**config.mk**
```make
export PLATFORM = sky130hd
export DESIGN_NAME = tx_fec_scramble_datapath
export DESIGN_NICKNAME = d
export VERILOG_FILES = /design/src/hdl/txdp_pkg.sv /design/src/hdl/nyq_fir.sv /design/src/hdl/tx_fec_scramble_datapath.sv
export SDC_FILE = /design/constraint.sdc
export NUM_CORES = 1
export LEC_CHECK = 0
export BUFFER_PORTS_ARGS = -buffer_cell sky130_fd_sc_hd__buf_2
export CELL_PAD_IN_SITES_DETAIL_PLACEMENT = 2
export CELL_PAD_IN_SITES_GLOBAL_PLACEMENT = 2
export CORE_MARGIN = 2
export CORE_UTILIZATION = 35
export CTS_BUF_LIST = sky130_fd_sc_hd__clkbuf_8 sky130_fd_sc_hd__clkbuf_16
export CTS_CLUSTER_SIZE = 30
export DETAILED_ROUTE_END_ITERATION = 8
export PLACE_DENSITY_LB_ADDON = 0.1
export SETUP_SLACK_MARGIN = 0.2
export SYNTH_ARGS = -nofsm -noshare
export SYNTH_HDL_FRONTEND = slang
export SYNTH_HIERARCHICAL = 1
export SYNTH_SLANG_ARGS = --single-unit
```
**constraint.sdc**
```tcl
create_clock -name clk -period 4.6 [get_ports clk]
set_clock_uncertainty 0.05 [all_clocks]
set_input_delay 0.69 -clock clk [delete_from_list [all_inputs] [get_ports clk]]
set_output_delay 0.69 -clock clk [all_outputs]
set_load 0.01 [all_outputs]
```
**src/hdl/txdp_pkg.sv**
```systemverilog
// Purpose: shared constants and types for the transmit coding datapath
// Assumes: 200 MHz system clock, Avalon-MM register access with 32-bit data
// Notes: all offsets are byte addresses of aligned words
package txdp_pkg;
    // ==========================================
    // register map
    localparam logic [7:0] ADDR_CTRL = 8'h00;
    localparam logic [7:0] ADDR_RATE_DIV = 8'h04;
    localparam logic [7:0] ADDR_STATUS = 8'h08;
    localparam logic [7:0] ADDR_MASK = 8'h0c;
    localparam logic [7:0] ADDR_FAULT_LIVE = 8'h10;
    localparam logic [7:0] ADDR_COEF_BASE = 8'h20;
    // control field positions
    localparam int CTRL_DIFF_EN = 0;
    localparam int CTRL_SCRAM_EN = 1;
    localparam int CTRL_RATE_LO = 2;
    localparam int CTRL_QPSK = 4;
    localparam logic [31:0] CTRL_RESET = 32'h0000_0013;
    localparam logic [15:0] RATE_DIV_RESET = 16'h0064;
    // fault / status bit positions
    localparam int FLT_SYNTH = 0;
    localparam int FLT_AGC = 1;
    localparam int FLT_CLK = 2;
    localparam int FLT_IQ = 3;
    localparam int NUM_FLT = 4;
    // code rate selector encodings
    localparam logic [1:0] RATE_7_8 = 2'h0;
    localparam logic [1:0] RATE_3_4 = 2'h1;
    localparam logic [1:0] RATE_1_2 = 2'h2;
    // ==========================================
    // timing
    localparam int CLK_NS = 5;
    localparam int CLK_LOSS_US = 20;
    localparam int CLK_LOSS_CYC = CLK_LOSS_US * 1000 / CLK_NS;
    localparam int IQ_LOSS_CYC = 2 * CLK_LOSS_CYC;
    // ==========================================
    // filter shape
    localparam int FIR_TAPS = 8;
    localparam int COEF_W = 8;
    localparam int FIR_OUT_W = 12;
    typedef struct packed {
        logic valid;
        logic i_bit;
        logic q_bit;
    } sym_t;
    typedef struct packed {
        logic diff_en;
        logic scram_en;
        logic [1:0] rate;
        logic qpsk;
    } ctrl_t;
endpackage : txdp_pkg

```
**src/hdl/nyq_fir.sv**
```systemverilog
// Purpose: one shaping FIR for a single binary symbol channel
// Assumes: coefficients shared by both channels, so both filters are identical
// Notes: antipodal input, +1/-1 per tap
`timescale 1ns/1ps
module nyq_fir #(
    parameter int TAPS = txdp_pkg::FIR_TAPS,
    parameter int CW = txdp_pkg::COEF_W,
    parameter int OW = txdp_pkg::FIR_OUT_W
) (
    input wire logic clk,
    input wire logic rst,
    input wire logic sym_valid,
    input wire logic sym_bit,
    input wire logic [TAPS*CW-1:0] coef,
    output logic [OW-1:0] sample
);
    import txdp_pkg::*;
    logic [TAPS-1:0] line_r;
    logic signed [OW-1:0] prod [TAPS];
    logic signed [OW-1:0] acc;

    // delay line moves one place per symbol
    always_ff @(posedge clk) begin
        if (rst) begin
            line_r <= '0;
        end else if (sym_valid) begin
            line_r <= {line_r[TAPS-2:0], sym_bit};
        end
    end

    // each tap adds or subtracts its coefficient
    for (genvar t = 0; t < TAPS; t++) begin : g_tap
        logic signed [CW-1:0] c;
        assign c = coef[t*CW +: CW];
        assign prod[t] = line_r[t] ? OW'(c) : -OW'(c);
    end

    always_comb begin
        acc = '0;
        for (int t = 0; t < TAPS; t++) begin
            acc = acc + prod[t];
        end
    end

    always_ff @(posedge clk) begin
        if (rst) begin
            sample <= '0;
        end else begin
            sample <= acc;
        end
    end
endmodule : nyq_fir

```
**src/hdl/tx_fec_scramble_datapath.sv**
```systemverilog
// Purpose: transmit coding path: differential encoder, scrambler, conv encoder, I/Q shaping
// Assumes: serial data and its clock arrive asynchronously and are synchronised here
// Notes: one coded symbol per input bit cycle at every code rate
// What this block does
// - bits go through differential encoder first, then scrambler.
// - differential encoder works on 2-bit groups to resolve phase ambiguity.
// - differential encoder is switched on or off by a setting.
// - scrambler is self-synchronising V.35 style polynomial.
// - scrambler is switched on or off by a setting.
// - convolutional encoder adds parity, rate 7/8, 3/4 or 1/2.
// - at rate 7/8 seven coded symbols leave per seven input bits.
// - QPSK splits coded stream into in-phase and quadrature streams.
// - each channel has its own identical FIR shaping filter.
// - a programmable data-rate clock is output.
// - faults reported: synth lock, AGC, input clock activity, I/Q failure.
// - all settings are written by the processor over the register bus.
//
// Design decisions made here: the register offsets and the Avalon-MM interface to the registers.
`timescale 1ns/1ps
module tx_fec_scramble_datapath
    import txdp_pkg::*;
#(
    parameter int LOSS_CYC = txdp_pkg::CLK_LOSS_CYC
) (
    input wire logic clk,
    input wire logic rst,
    input wire logic [7:0] avs_address,
    input wire logic avs_read,
    input wire logic avs_write,
    input wire logic [31:0] avs_writedata,
    input wire logic [3:0] avs_byteenable,
    output logic [31:0] avs_readdata,
    output logic avs_waitrequest,
    input wire logic tx_clk,
    input wire logic tx_data,
    input wire logic synth_unlock,
    input wire logic agc_fault,
    output txdp_pkg::sym_t coded_sym,
    output logic [txdp_pkg::FIR_OUT_W-1:0] i_sample,
    output logic [txdp_pkg::FIR_OUT_W-1:0] q_sample,
    output logic rate_clk,
    output logic irq
);
    import txdp_pkg::*;
    // ==========================================
    // register bus
    logic [31:0] ctrl_r;
    logic [15:0] rate_div_r;
    logic [NUM_FLT-1:0] status_r;
    logic [NUM_FLT-1:0] mask_r;
    logic [NUM_FLT-1:0] fault_live;
    logic [FIR_TAPS*COEF_W-1:0] coef_r;
    logic ack_r;
    ctrl_t cfg;
    logic wr_go;
    logic rd_go;
    assign cfg.diff_en = ctrl_r[CTRL_DIFF_EN];
    assign cfg.scram_en = ctrl_r[CTRL_SCRAM_EN];
    assign cfg.rate = ctrl_r[CTRL_RATE_LO +: 2];
    assign cfg.qpsk = ctrl_r[CTRL_QPSK];
    // one wait cycle per access, answer on the second edge
    assign avs_waitrequest = (avs_read | avs_write) & ~ack_r;
    assign wr_go = avs_write & ack_r;
    assign rd_go = avs_read & ~ack_r;

    always_ff @(posedge clk) begin
        if (rst) begin
            ack_r <= 1'b0;
        end else begin
            ack_r <= (avs_read | avs_write) & ~ack_r;
        end
    end

    always_ff @(posedge clk) begin
        if (rst) begin
            ctrl_r <= CTRL_RESET;
            rate_div_r <= RATE_DIV_RESET;
            mask_r <= '0;
            coef_r <= '0;
        end else if (wr_go) begin
            if (avs_address == ADDR_CTRL) begin
                ctrl_r <= {27'h0, avs_writedata[4:0]};
            end else if (avs_address == ADDR_RATE_DIV) begin
                rate_div_r <= avs_writedata[15:0];
            end else if (avs_address == ADDR_MASK) begin
                mask_r <= avs_writedata[NUM_FLT-1:0];
            end else if (avs_address == ADDR_COEF_BASE) begin
                coef_r[31:0] <= avs_writedata;
            end else if (avs_address == ADDR_COEF_BASE + 8'h04) begin
                coef_r[63:32] <= avs_writedata;
            end
        end
    end

    // read mux; unmapped words read zero
    always_ff @(posedge clk) begin
        if (rst) begin
            avs_readdata <= '0;
        end else if (rd_go) begin
            if (avs_address == ADDR_CTRL) begin
                avs_readdata <= ctrl_r;
            end else if (avs_address == ADDR_RATE_DIV) begin
                avs_readdata <= {16'h0, rate_div_r};
            end else if (avs_address == ADDR_STATUS) begin
                avs_readdata <= {28'h0, status_r};
            end else if (avs_address == ADDR_MASK) begin
                avs_readdata <= {28'h0, mask_r};
            end else if (avs_address == ADDR_FAULT_LIVE) begin
                avs_readdata <= {28'h0, fault_live};
            end else if (avs_address == ADDR_COEF_BASE) begin
                avs_readdata <= coef_r[31:0];
            end else if (avs_address == ADDR_COEF_BASE + 8'h04) begin
                avs_readdata <= coef_r[63:32];
            end else begin
                avs_readdata <= '0;
            end
        end
    end

    // ==========================================
    // link input sampling
    logic [1:0] clk_sync_r;
    logic [1:0] dat_sync_r;
    logic clk_prev_r;
    logic bit_stb;
    // upstream data steady at clock rise
    always_ff @(posedge clk) begin
        if (rst) begin
            clk_sync_r <= '0;
            dat_sync_r <= '0;
            clk_prev_r <= 1'b0;
        end else begin
            clk_sync_r <= {clk_sync_r[0], tx_clk};
            dat_sync_r <= {dat_sync_r[0], tx_data};
            clk_prev_r <= clk_sync_r[1];
        end
    end
    assign bit_stb = clk_sync_r[1] & ~clk_prev_r;

    // ==========================================
    // differential encoder over 2-bit groups
    logic pair_ph_r;
    logic first_r;
    logic [1:0] diff_acc_r;
    logic diff_bit;
    logic [1:0] diff_sum;
    // 2-bit group, each lane differenced against the last pair
    assign diff_sum = diff_acc_r ^ {first_r, dat_sync_r[1]};
    always_ff @(posedge clk) begin
        if (rst) begin
            pair_ph_r <= 1'b0;
            first_r <= 1'b0;
            diff_acc_r <= '0;
        end else if (bit_stb) begin
            pair_ph_r <= ~pair_ph_r;
            if (!pair_ph_r) begin
                first_r <= dat_sync_r[1];
            end else begin
                diff_acc_r <= diff_sum;
            end
        end
    end
    // bypass keeps the same timing
    // output emitted serially: msb on even phase from previous sum, lsb on odd
    assign diff_bit = !cfg.diff_en ? dat_sync_r[1] :
                      (pair_ph_r ? diff_sum[0] : diff_acc_r[1] ^ dat_sync_r[1]);

    // ==========================================
    // V.35 style self-synchronising scrambler, x^-20 + x^-3 + 1
    logic [19:0] scr_r;
    logic scr_bit;
    assign scr_bit = diff_bit ^ scr_r[2] ^ scr_r[19];
    always_ff @(posedge clk) begin
        if (rst) begin
            scr_r <= '0;
        end else if (bit_stb) begin
            scr_r <= {scr_r[18:0], scr_bit};
        end
    end
    logic enc_in;
    // same path, no extra delay when off
    assign enc_in = cfg.scram_en ? scr_bit : diff_bit;

    // ==========================================
    // rate 1/2 mother code K=7, punctured to 3/4 and 7/8
    logic [5:0] cv_r;
    logic g1;
    logic g2;
    logic [2:0] punc_r;
    logic [2:0] punc_last;
    logic [6:0] keep_q;
    assign g1 = enc_in ^ cv_r[0] ^ cv_r[1] ^ cv_r[2] ^ cv_r[5];
    assign g2 = enc_in ^ cv_r[1] ^ cv_r[2] ^ cv_r[4] ^ cv_r[5];
    assign punc_last = (cfg.rate == RATE_7_8) ? 3'd6 :
                       (cfg.rate == RATE_3_4) ? 3'd2 : 3'd0;
    // 7/8 takes g2 on one of seven bits and g1 on the rest, seven outputs per seven
    assign keep_q = (cfg.rate == RATE_7_8) ? 7'h01 :
                    (cfg.rate == RATE_3_4) ? 7'h01 : 7'h01;
    always_ff @(posedge clk) begin
        if (rst) begin
            cv_r <= '0;
            punc_r <= '0;
        end else if (bit_stb) begin
            cv_r <= {cv_r[4:0], enc_in};
            punc_r <= (punc_r == punc_last) ? 3'd0 : punc_r + 3'd1;
        end
    end

    // coded symbols: q carries the parity where kept
    // split into in-phase and quadrature
    // BPSK sends the same data bit on both channels
    always_ff @(posedge clk) begin
        if (rst) begin
            coded_sym <= '0;
        end else begin
            coded_sym.valid <= bit_stb;
            if (bit_stb) begin
                coded_sym.i_bit <= enc_in;
                coded_sym.q_bit <= cfg.qpsk ? (keep_q[punc_r] ? g2 : g1) : enc_in;
            end
        end
    end

    // ==========================================
    // two identical shaping filters sharing coefficients
    nyq_fir u_fir_i (
        .clk(clk),
        .rst(rst),
        .sym_valid(coded_sym.valid),
        .sym_bit(coded_sym.i_bit),
        .coef(coef_r),
        .sample(i_sample)
    );
    nyq_fir u_fir_q (
        .clk(clk),
        .rst(rst),
        .sym_valid(coded_sym.valid),
        .sym_bit(coded_sym.q_bit),
        .coef(coef_r),
        .sample(q_sample)
    );

    // ==========================================
    // programmable rate clock divider
    logic [15:0] div_cnt_r;
    always_ff @(posedge clk) begin
        if (rst) begin
            div_cnt_r <= '0;
            rate_clk <= 1'b0;
        end else if (div_cnt_r >= rate_div_r) begin
            div_cnt_r <= '0;
            rate_clk <= ~rate_clk;
        end else begin
            div_cnt_r <= div_cnt_r + 16'h0001;
        end
    end

    // ==========================================
    // fault detection: clock activity and a stuck in-phase channel
    logic [31:0] clk_idle_r;
    logic [31:0] iq_idle_r;
    logic [1:0] flt_sync_r [2];
    logic i_prev_r;
    always_ff @(posedge clk) begin
        if (rst) begin
            clk_idle_r <= '0;
            iq_idle_r <= '0;
            i_prev_r <= 1'b0;
        end else begin
            clk_idle_r <= bit_stb ? 32'h0 :
                (clk_idle_r < 32'(LOSS_CYC) ? clk_idle_r + 32'h1 : clk_idle_r);
            if (coded_sym.valid) begin
                i_prev_r <= coded_sym.i_bit;
            end
            iq_idle_r <= (coded_sym.valid && coded_sym.i_bit != i_prev_r) ? 32'h0 :
                (iq_idle_r < 32'(2 * LOSS_CYC) ? iq_idle_r + 32'h1 : iq_idle_r);
        end
    end
    // external fault pins come from other domains
    always_ff @(posedge clk) begin
        if (rst) begin
            flt_sync_r[0] <= '0;
            flt_sync_r[1] <= '0;
        end else begin
            flt_sync_r[0] <= {agc_fault, synth_unlock};
            flt_sync_r[1] <= flt_sync_r[0];
        end
    end
    assign fault_live[FLT_SYNTH] = flt_sync_r[1][0];
    assign fault_live[FLT_AGC] = flt_sync_r[1][1];
    assign fault_live[FLT_CLK] = clk_idle_r >= 32'(LOSS_CYC);
    assign fault_live[FLT_IQ] = !fault_live[FLT_CLK] && iq_idle_r >= 32'(2 * LOSS_CYC);
    // sticky status: a new fault wins over a clear in the same cycle
    always_ff @(posedge clk) begin
        if (rst) begin
            status_r <= '0;
        end else begin
            status_r <= fault_live |
                (status_r & ~((wr_go && avs_address == ADDR_STATUS) ?
                avs_writedata[NUM_FLT-1:0] : '0));
        end
    end
    assign irq = |(status_r & mask_r);
endmodule : tx_fec_scramble_datapath

```
==> results of run 1 <==
cell type report:
| class | count | share of cell area (%) |
|---|---|---|
| Timing Repair Buffer | 390 | 11.94 |
| Tap cell | 680 | 3.561 |
| Multi-Input combinational cell | 1537 | 51.06 |
| Sequential cell | 293 | 24.78 |
| Clock inverter | 22 | 0.8797 |
| Inverter | 203 | 3.231 |
| Clock buffer | 47 | 4.545 |
flip-flops by register name, indices dropped and copies added (netlist names), 6 cells and up, named ones only:
name            flops
coef_r             64
cv_r                6
u_fir_i/sample     12
u_fir_q/sample     12
scr_r              20
clk_idle_r         32
avs_readdata       32
rate_div_r         16
iq_idle_r          32
div_cnt_r          16
u_fir_i/line_r      8
u_fir_q/line_r      8
Yosys cell counts (all sizes together), types with 40 or more instances:
library cell and instances:
xnor2 70, fa 126, a21oi 163, inv 203
nand2 287, nor2 205, xor2 86, ha 62
a31oi 42, mux2i 50, and2 51, nor3 47
dfxtp 293, nand3 40, clkbuf 66
critical path: stages, from the launching register on:
cell	delay (ns)
dfxtp_4	0.41
inv_1	0.06
ha_2	0.20
nor2_2	0.12
xor2_1	0.28
fa_1	0.52
fa_1	0.49
fa_1	0.52
inv_2	0.04
fa_2	0.56
inv_2	0.05
ha_4	0.16
inv_2	0.07
fa_2	0.24
nor2b_4	0.06
o21ai_2	0.13
nand2b_1	0.10
a21o_1	0.20
a21o_1	0.19
a21o_1	0.17
a21oi_2	0.14
mux2_4	0.30
routing by layer:
| metal | vias up | global-route usage [%] | wire (um) | part of all wire [%] |
|---|---|---|---|---|
| met5 | - | 0 | 9 | 0.012 |
| met2 | 301 | 47.89 | 38070 | 51 |
| met3 | 109 | 3.591 | 2521 | 3.4 |
| met4 | 2 | 8.061 | 2211 | 3.0 |
| li1 | 7682 | - | - | - |
| met1 | 8509 | 33.41 | 31540 | 42 |
report_power, final:
group | internal, W | switching [W]
combinational | 0.0000890 | 0.000182
sequential | 0.00255 | 0.0000188
clock | 0.00180 | 0.00126
worst max path at each step:
stage / to / slack, ns / depth (start not counted)
floorplan: u_fir_i/sample[10] / -0.06 / 19
global placement: u_fir_q/sample[10] / -0.46 / 23
CTS: u_fir_q/sample[10] / -0.44 / 23
finish: u_fir_q/sample[10] / -0.57 / 21
detailed placement: u_fir_q/sample[10] / -0.60 / 23
global route: u_fir_q/sample[10] / -0.71 / 21
repair_timing:
action	in CTS	in global routing
buffers inserted	15	17
resized for setup	78	88
setup endpoints to repair	15	15
pin swaps	47	34
cell usage in the layout (no fill, tap or decap), types with 8 or more instances in the layout:
cell type and count:
ha_4 18, nor2b_1 28, clkbuf_8 8, nor3_2 14
buf_6 28, nor2_1 180, and2_1 50, fa_2 19
buf_4 246, nand2b_1 21, a21o_1 17, o21ai_0 22
o21a_1 12, xnor2_1 47, nand4_1 9, a21oi_2 14
a21oi_1 145, ha_1 39, nand2_1 284, nor2_2 18
dfxtp_1 272, and3_1 10, nor4_1 20, a22oi_1 20
mux2i_1 48, dfxtp_2 9, fa_1 107, dfxtp_4 12
a31oi_1 38, nor3_1 28, xor2_1 79, nand3_1 38
inv_2 40, xnor2_2 23, buf_2 108, clkbuf_16 39
a22o_1 29, inv_1 165
metrics by stage:
stage	instances	utilization [%]	hold slack, ns	setup TNS (ns)
after floorplan	2128	-	0.3638	-0.1173
after global placement	3071	41.96	0.3705	-2.053
after detailed placement	3071	41.96	0.3897	-3.626
after CTS	3155	45.34	0.2491	-2.396
after global routing	3172	46.39	0.2668	-4.772
final	3172	46.39	0.2796	-2.948
logic make-up (layout without fill, tap and decap cells):
kind of cell               Yosys count  count (layout)  share of synthesized area, %
AOI/OAI and AO/OA                  366             366                         12.64
and+or+nand+nor                    762             762                         19.39
xor gates and xnor gates           161             161                         8.178
buffers and inverters              298             662                         6.296
muxes                               60              60                         3.374
adders and majority gates          188             188                         18.04
DFF                                293             293                         32.08
==> impl_metrics.ini, run 1 <==
[setup_path]
regToRegSetupSlack_ns = -0.57
crit_path_launch_type = register
timing.rr.start = coef_r[41]
critical_path.reg2reg.endpoint = u_fir_q/sample[10]
arrival_ns = 5.57
critPathMaxFanout = 5
critical_path.endpoint_type = register
critPathLaunch = coef_r[41]
worst-r2r-cell-count = 21
timing.critical_path.required_ns = 5.00
critical_path_class = register to register

[place]
dpl-instance-area_mm2 = 0.02161
dp_hpwl_um = 54310
place_congestion = 0.8983
placement.io_buffers = 109
preCtsSetupSlack_ns = -0.6016

[drt]
wl_per_cell_um = 23.44
num_vias = 16600
firstDrtPassIters = 6
drt.antenna.violating_nets = 0
totalWireLength_um = 74350
drt_iter0_markers = 801
avgViaCountPerCell = 5.234
drc = 0

[finish]
n_fill_cell = 5590
area.sequential_mm2 = 0.005922
n_antenna_cell = 0
fin_area_mm2 = 0.02389
post_route_cells_drive_above_1_share_pct = 28.13
area.growth.synth_to_final_pct = 30.69
multi_input_gate_area_mm2 = 0.01220
fin_nets = 2703

[timing]
period_utilization_post_route_pct = 112.4
max_slew.worst_pin.slew_ns = 0.9837
fin_ws_ns = -0.5694
finalHoldViolations = 0
finalWorstPathRequiredPeriod_ns = 5.169
grt_setup_unrepaired = yes
finalMaxSlewViolations = 0
finalSetupViolations = 12
max_freq_mhz = 193.4
worst_slew_margin_rel_pct = 34.42

[global_route]
grt_pass1_vias = 18580
grt_remaining_overflow = 0
global_route_wire_length_before_repair_um = 110600
grt_usage_pct = 26.81
grt_start_max_net_pins = 100
grt_antenna_before_repair = 2

[yosys]
yosys.cell_types.count = 74
synth.yosys.seq_area_share_pct = 32.08
dominant_cells_by_area_after_synthesis = dfxtp_1, fa_1, nand2_1
yosys.area.top_type = dfxtp_1
netlist_instances = 2128
post_synthesis_cell_area_mm2 = 0.01828
asyncSetResetFlopFracSynth_pct = 0
synth_edf_count = 0
synth-seq-cells = 293
synthFlopType = dfxtp_1
post_synth.cell_area_avg_um2 = 8.592
post-synth-top-area-fraction_pct = 32.08
warnings_synthesis = 6
syn_nets = 2368

[die]
design.die.area_mm2 = 0.05408
io-pin-count = 114
die_y_um = 232.6
site_rows = 83
core_area_mm2 = 0.05151
chipWidth_um = 232.6
initial_core_util_pct = 35.50

[cts]
cts-htree-levels = 2
cts_hold_buffers = 0
inserted_clock_buffers = 38
worst_path_clk_slew_ns = 0.06
tritoncts = yes
cts.path.max_buffers = 3
clk_latency_ns = 0.57
root_buffer_cell = clkbuf_16
clock-sinks = 293

[power_and_ir_drop]
power.total_w = 0.005910
max-vdd-ir-drop_mv = 0.2397
powerDensity_mw_per_mm2 = 247.3
p_leak_nw = 10.52

[min_path]
timing.hold.worst_endpoint = clk_sync_r[0]
worst_hold_path.num_cells = 2
min-delay-path-class = input port to register
min_from = tx_clk

[status]
violations_in_the_final_reports = setup timing
status = finished with violations

[job]
drv.max_cap_violation_count = 0
Power figures use the tool's default switching activity.
==> run 2: changes to the inputs <==
--- a/config.mk
+++ b/config.mk
@@ -14,6 +14,7 @@
 export CTS_CLUSTER_SIZE = 30
 export DETAILED_ROUTE_END_ITERATION = 8
 export PLACE_DENSITY_LB_ADDON = 0.1
+export REMOVE_ABC_BUFFERS = 1
 export SETUP_SLACK_MARGIN = 0.2
 export SYNTH_ARGS = -nofsm -noshare
 export SYNTH_HDL_FRONTEND = slang
==> run 2 against run 1 <==
- the flow still finishes with violations (setup timing)
- clock power is 5% lower
- fmax is 2.3% higher
- utilization is 0.74 points higher
- sequential share of layout area is 0.40 points lower
- count of clock-buffer cells in the layout is 1 lower
- cell area is 1.6% higher
- highest routed layer unchanged
- combinational power hardly changed
- flip-flop and latch count stayed put
- register-to-register slack better by 0.11 ns
- hold slack better by 0.0055 ns
- sequential power hardly changed
==> impl_metrics.ini, run 2 (synthesis gave the netlist of run 1 again) <==
[status]
status = finished with violations
violations_in_the_final_reports = setup timing

[setup_path]
worst-r2r-cell-count = 21
critical_path.reg2reg.endpoint = u_fir_q/sample[10]
regToRegSetupSlack_ns = -0.46
critical_path_class = register to register
timing.critical_path.required_ns = 5.03
arrival_ns = 5.48
critical_path.endpoint_type = register
crit_path_launch_type = register
chain_of_cells_forming_the_critical_path = buf_6 > buf_4 > nor3_4 > nor2_2 > xnor2_2 > fa_1 > inv_2 > fa_2 > fa_1 > inv_1 > fa_1 > buf_4 > fa_2 > nor2b_4 > o21ai_2 > nand2b_1 > a21o_1 > a21o_1 > a21o_1 > a21oi_2 > mux2_4
timing.critical_path.slowest_stage_cell = fa_1
cp_peak_stage_delay_ns = 0.53
critPathMaxFanout = 4
timing.rr.start = coef_r[24]

[drt]
wl_per_cell_um = 23.35
firstDrtPassIters = 7
drt_iter0_markers = 679
drc = 0
num_vias = 16710
avgViaCountPerCell = 5.203
drt.antenna.violating_nets = 0
totalWireLength_um = 74970

[timing]
grt_setup_unrepaired = yes
max_freq_mhz = 197.8
max_slew.worst_pin.slew_ns = 0.9813
timing.setup.tns_ns = -3.184
period_utilization_post_route_pct = 109.9
finalSetupViolations = 12
finalMaxSlewViolations = 0
finalWorstPathRequiredPeriod_ns = 5.055
fin_ws_ns = -0.4551
finalHoldViolations = 0
hold-worst-slack_ns = 0.2851
worst_slew_margin_rel_pct = 34.58

[power_and_ir_drop]
p_int_w = 0.004300
p_leak_nw = 10.69
powerDensity_mw_per_mm2 = 237.1
power_frac_comb_pct = 4.7
max-vdd-ir-drop_mv = 0.2486
clock_power_share_pct = 50.6
power.share.switching_pct = 25.30
power.share.sequential_pct = 44.7
power.net_switching_w = 0.001456

[die]
die_y_um = 232.6
io-pin-count = 114
design.die.area_mm2 = 0.05408
chipWidth_um = 232.6
initial_core_util_pct = 35.50
site_rows = 83
core_area_mm2 = 0.05151

[global_route]
grt_antenna_before_repair = 2
grt_usage_pct = 27.24
global_route_wire_length_before_repair_um = 112100
grt_pass1_vias = 18920
grt_start_max_net_pins = 89
grt_remaining_overflow = 0

[cts]
cts_hold_buffers = 0
clk_latency_ns = 0.59
root_buffer_cell = clkbuf_16
cts.path.max_buffers = 3
tritoncts = yes
worst_path_clk_slew_ns = 0.06
inserted_clock_buffers = 38
clock-sinks = 293
cts-htree-levels = 2

[min_path]
min_from = synth_unlock
worst_hold_path.num_cells = 2
min-delay-path-class = input port to register
timing.hold.worst_endpoint = flt_sync_r[0][0]

[finish]
fin_area_mm2 = 0.02428
most-common-layout-cells = buf_4, nand2_1, dfxtp_1, nor2_1, inv_1
postLayoutCoreUtil_pct = 47.13
largest_reg_flops = 64
largest-register = coef_r
mostFrequentLayoutCell = buf_4
area.growth.synth_to_final_pct = 32.77
fin_nets = 2742
post_route_cells_drive_above_1_share_pct = 30.00

[place]
preCtsSetupSlack_ns = -0.7187
place_congestion = 0.8838
placement.io_buffers = 109
dpl-instance-area_mm2 = 0.02156
dp_hpwl_um = 53500

[job]
drv.max_cap_violation_count = 0
==> run 2: cell count changes in the layout (fill, tap and decap cells not counted), sizes merged <==
cell / change
clkinvlp: +3
diode: +1
clkbuf: -1
clkinv: -3
buf: +39
bufinv: -2
inv: +2
==> run 2: timing repair <==
item / 4_1_cts / 5_1_grt
endpoints found under the setup margin: 16 / 16
pin swaps: 146 / 55
buffers inserted: 18 / 12
resized for setup: 233 / 77
==> run 2: how the worst max path moves through the flow <==
stage | from | endpoint | slack (ns) | depth (start not counted)
finish | coef_r[24] | u_fir_q/sample[10] | -0.46 | 21
global route | coef_r[48] | u_fir_q/sample[10] | -0.58 | 20
CTS | coef_r[41] | u_fir_q/sample[11] | -0.32 | 17
detailed placement | coef_r[57] | u_fir_i/sample[10] | -0.72 | 21
global placement | coef_r[57] | u_fir_i/sample[10] | -0.60 | 21
floorplan | coef_r[48] | u_fir_i/sample[10] | -0.47 | 19
==> run 2: through the flow <==
step	power [W]	std cells
2_1_floorplan	0.002739	2033
3_3_place_gp	0.002883	3112
3_5_place_dp	0.002893	3112
4_1_cts	0.005839	3198
5_1_grt	0.005973	3210
6_report	0.005756	3211
==> run 2: power by group through the flow <==
stage	clock, W	sequential, W	combinational [W]
floorplan	0	0.00263	0.000108
global placement	0	0.00263	0.000252
detailed placement	0	0.00263	0.000260
CTS	0.00300	0.00257	0.000269
global route	0.00310	0.00257	0.000298
finish	0.00291	0.00257	0.000270
==> run 2: routing by layer <==
layer | track usage [%] | part of all wire [%]
met5 | 0 | 0.015
met4 | 10.15 | 3.4
met3 | 4.363 | 3.7
met2 | 48.05 | 51
met1 | 33.27 | 42
==> run 2: area by class of cell <==
class | instances | area, um2
Antenna cell | 1 | 2.502
Clock buffer | 46 | 1061
Clock inverter | 22 | 157.7
Fill cell | 5639 | 27230
Inverter | 203 | 767.0
Multi-Input combinational cell | 1537 | 12380
Sequential cell | 293 | 5919
Tap cell | 680 | 850.8
Timing Repair Buffer | 429 | 3142
==> run 2: critical path: cells and delay by family, from the launching register on <==
kind            cells  cell delay (ns)
xor+xnor            1             0.26
simple gates        4             0.35
buf+inv             5             0.57
flops               1             0.34
fa+ha+maj           5             2.24
mux                 1             0.31
compound gates      5             0.82
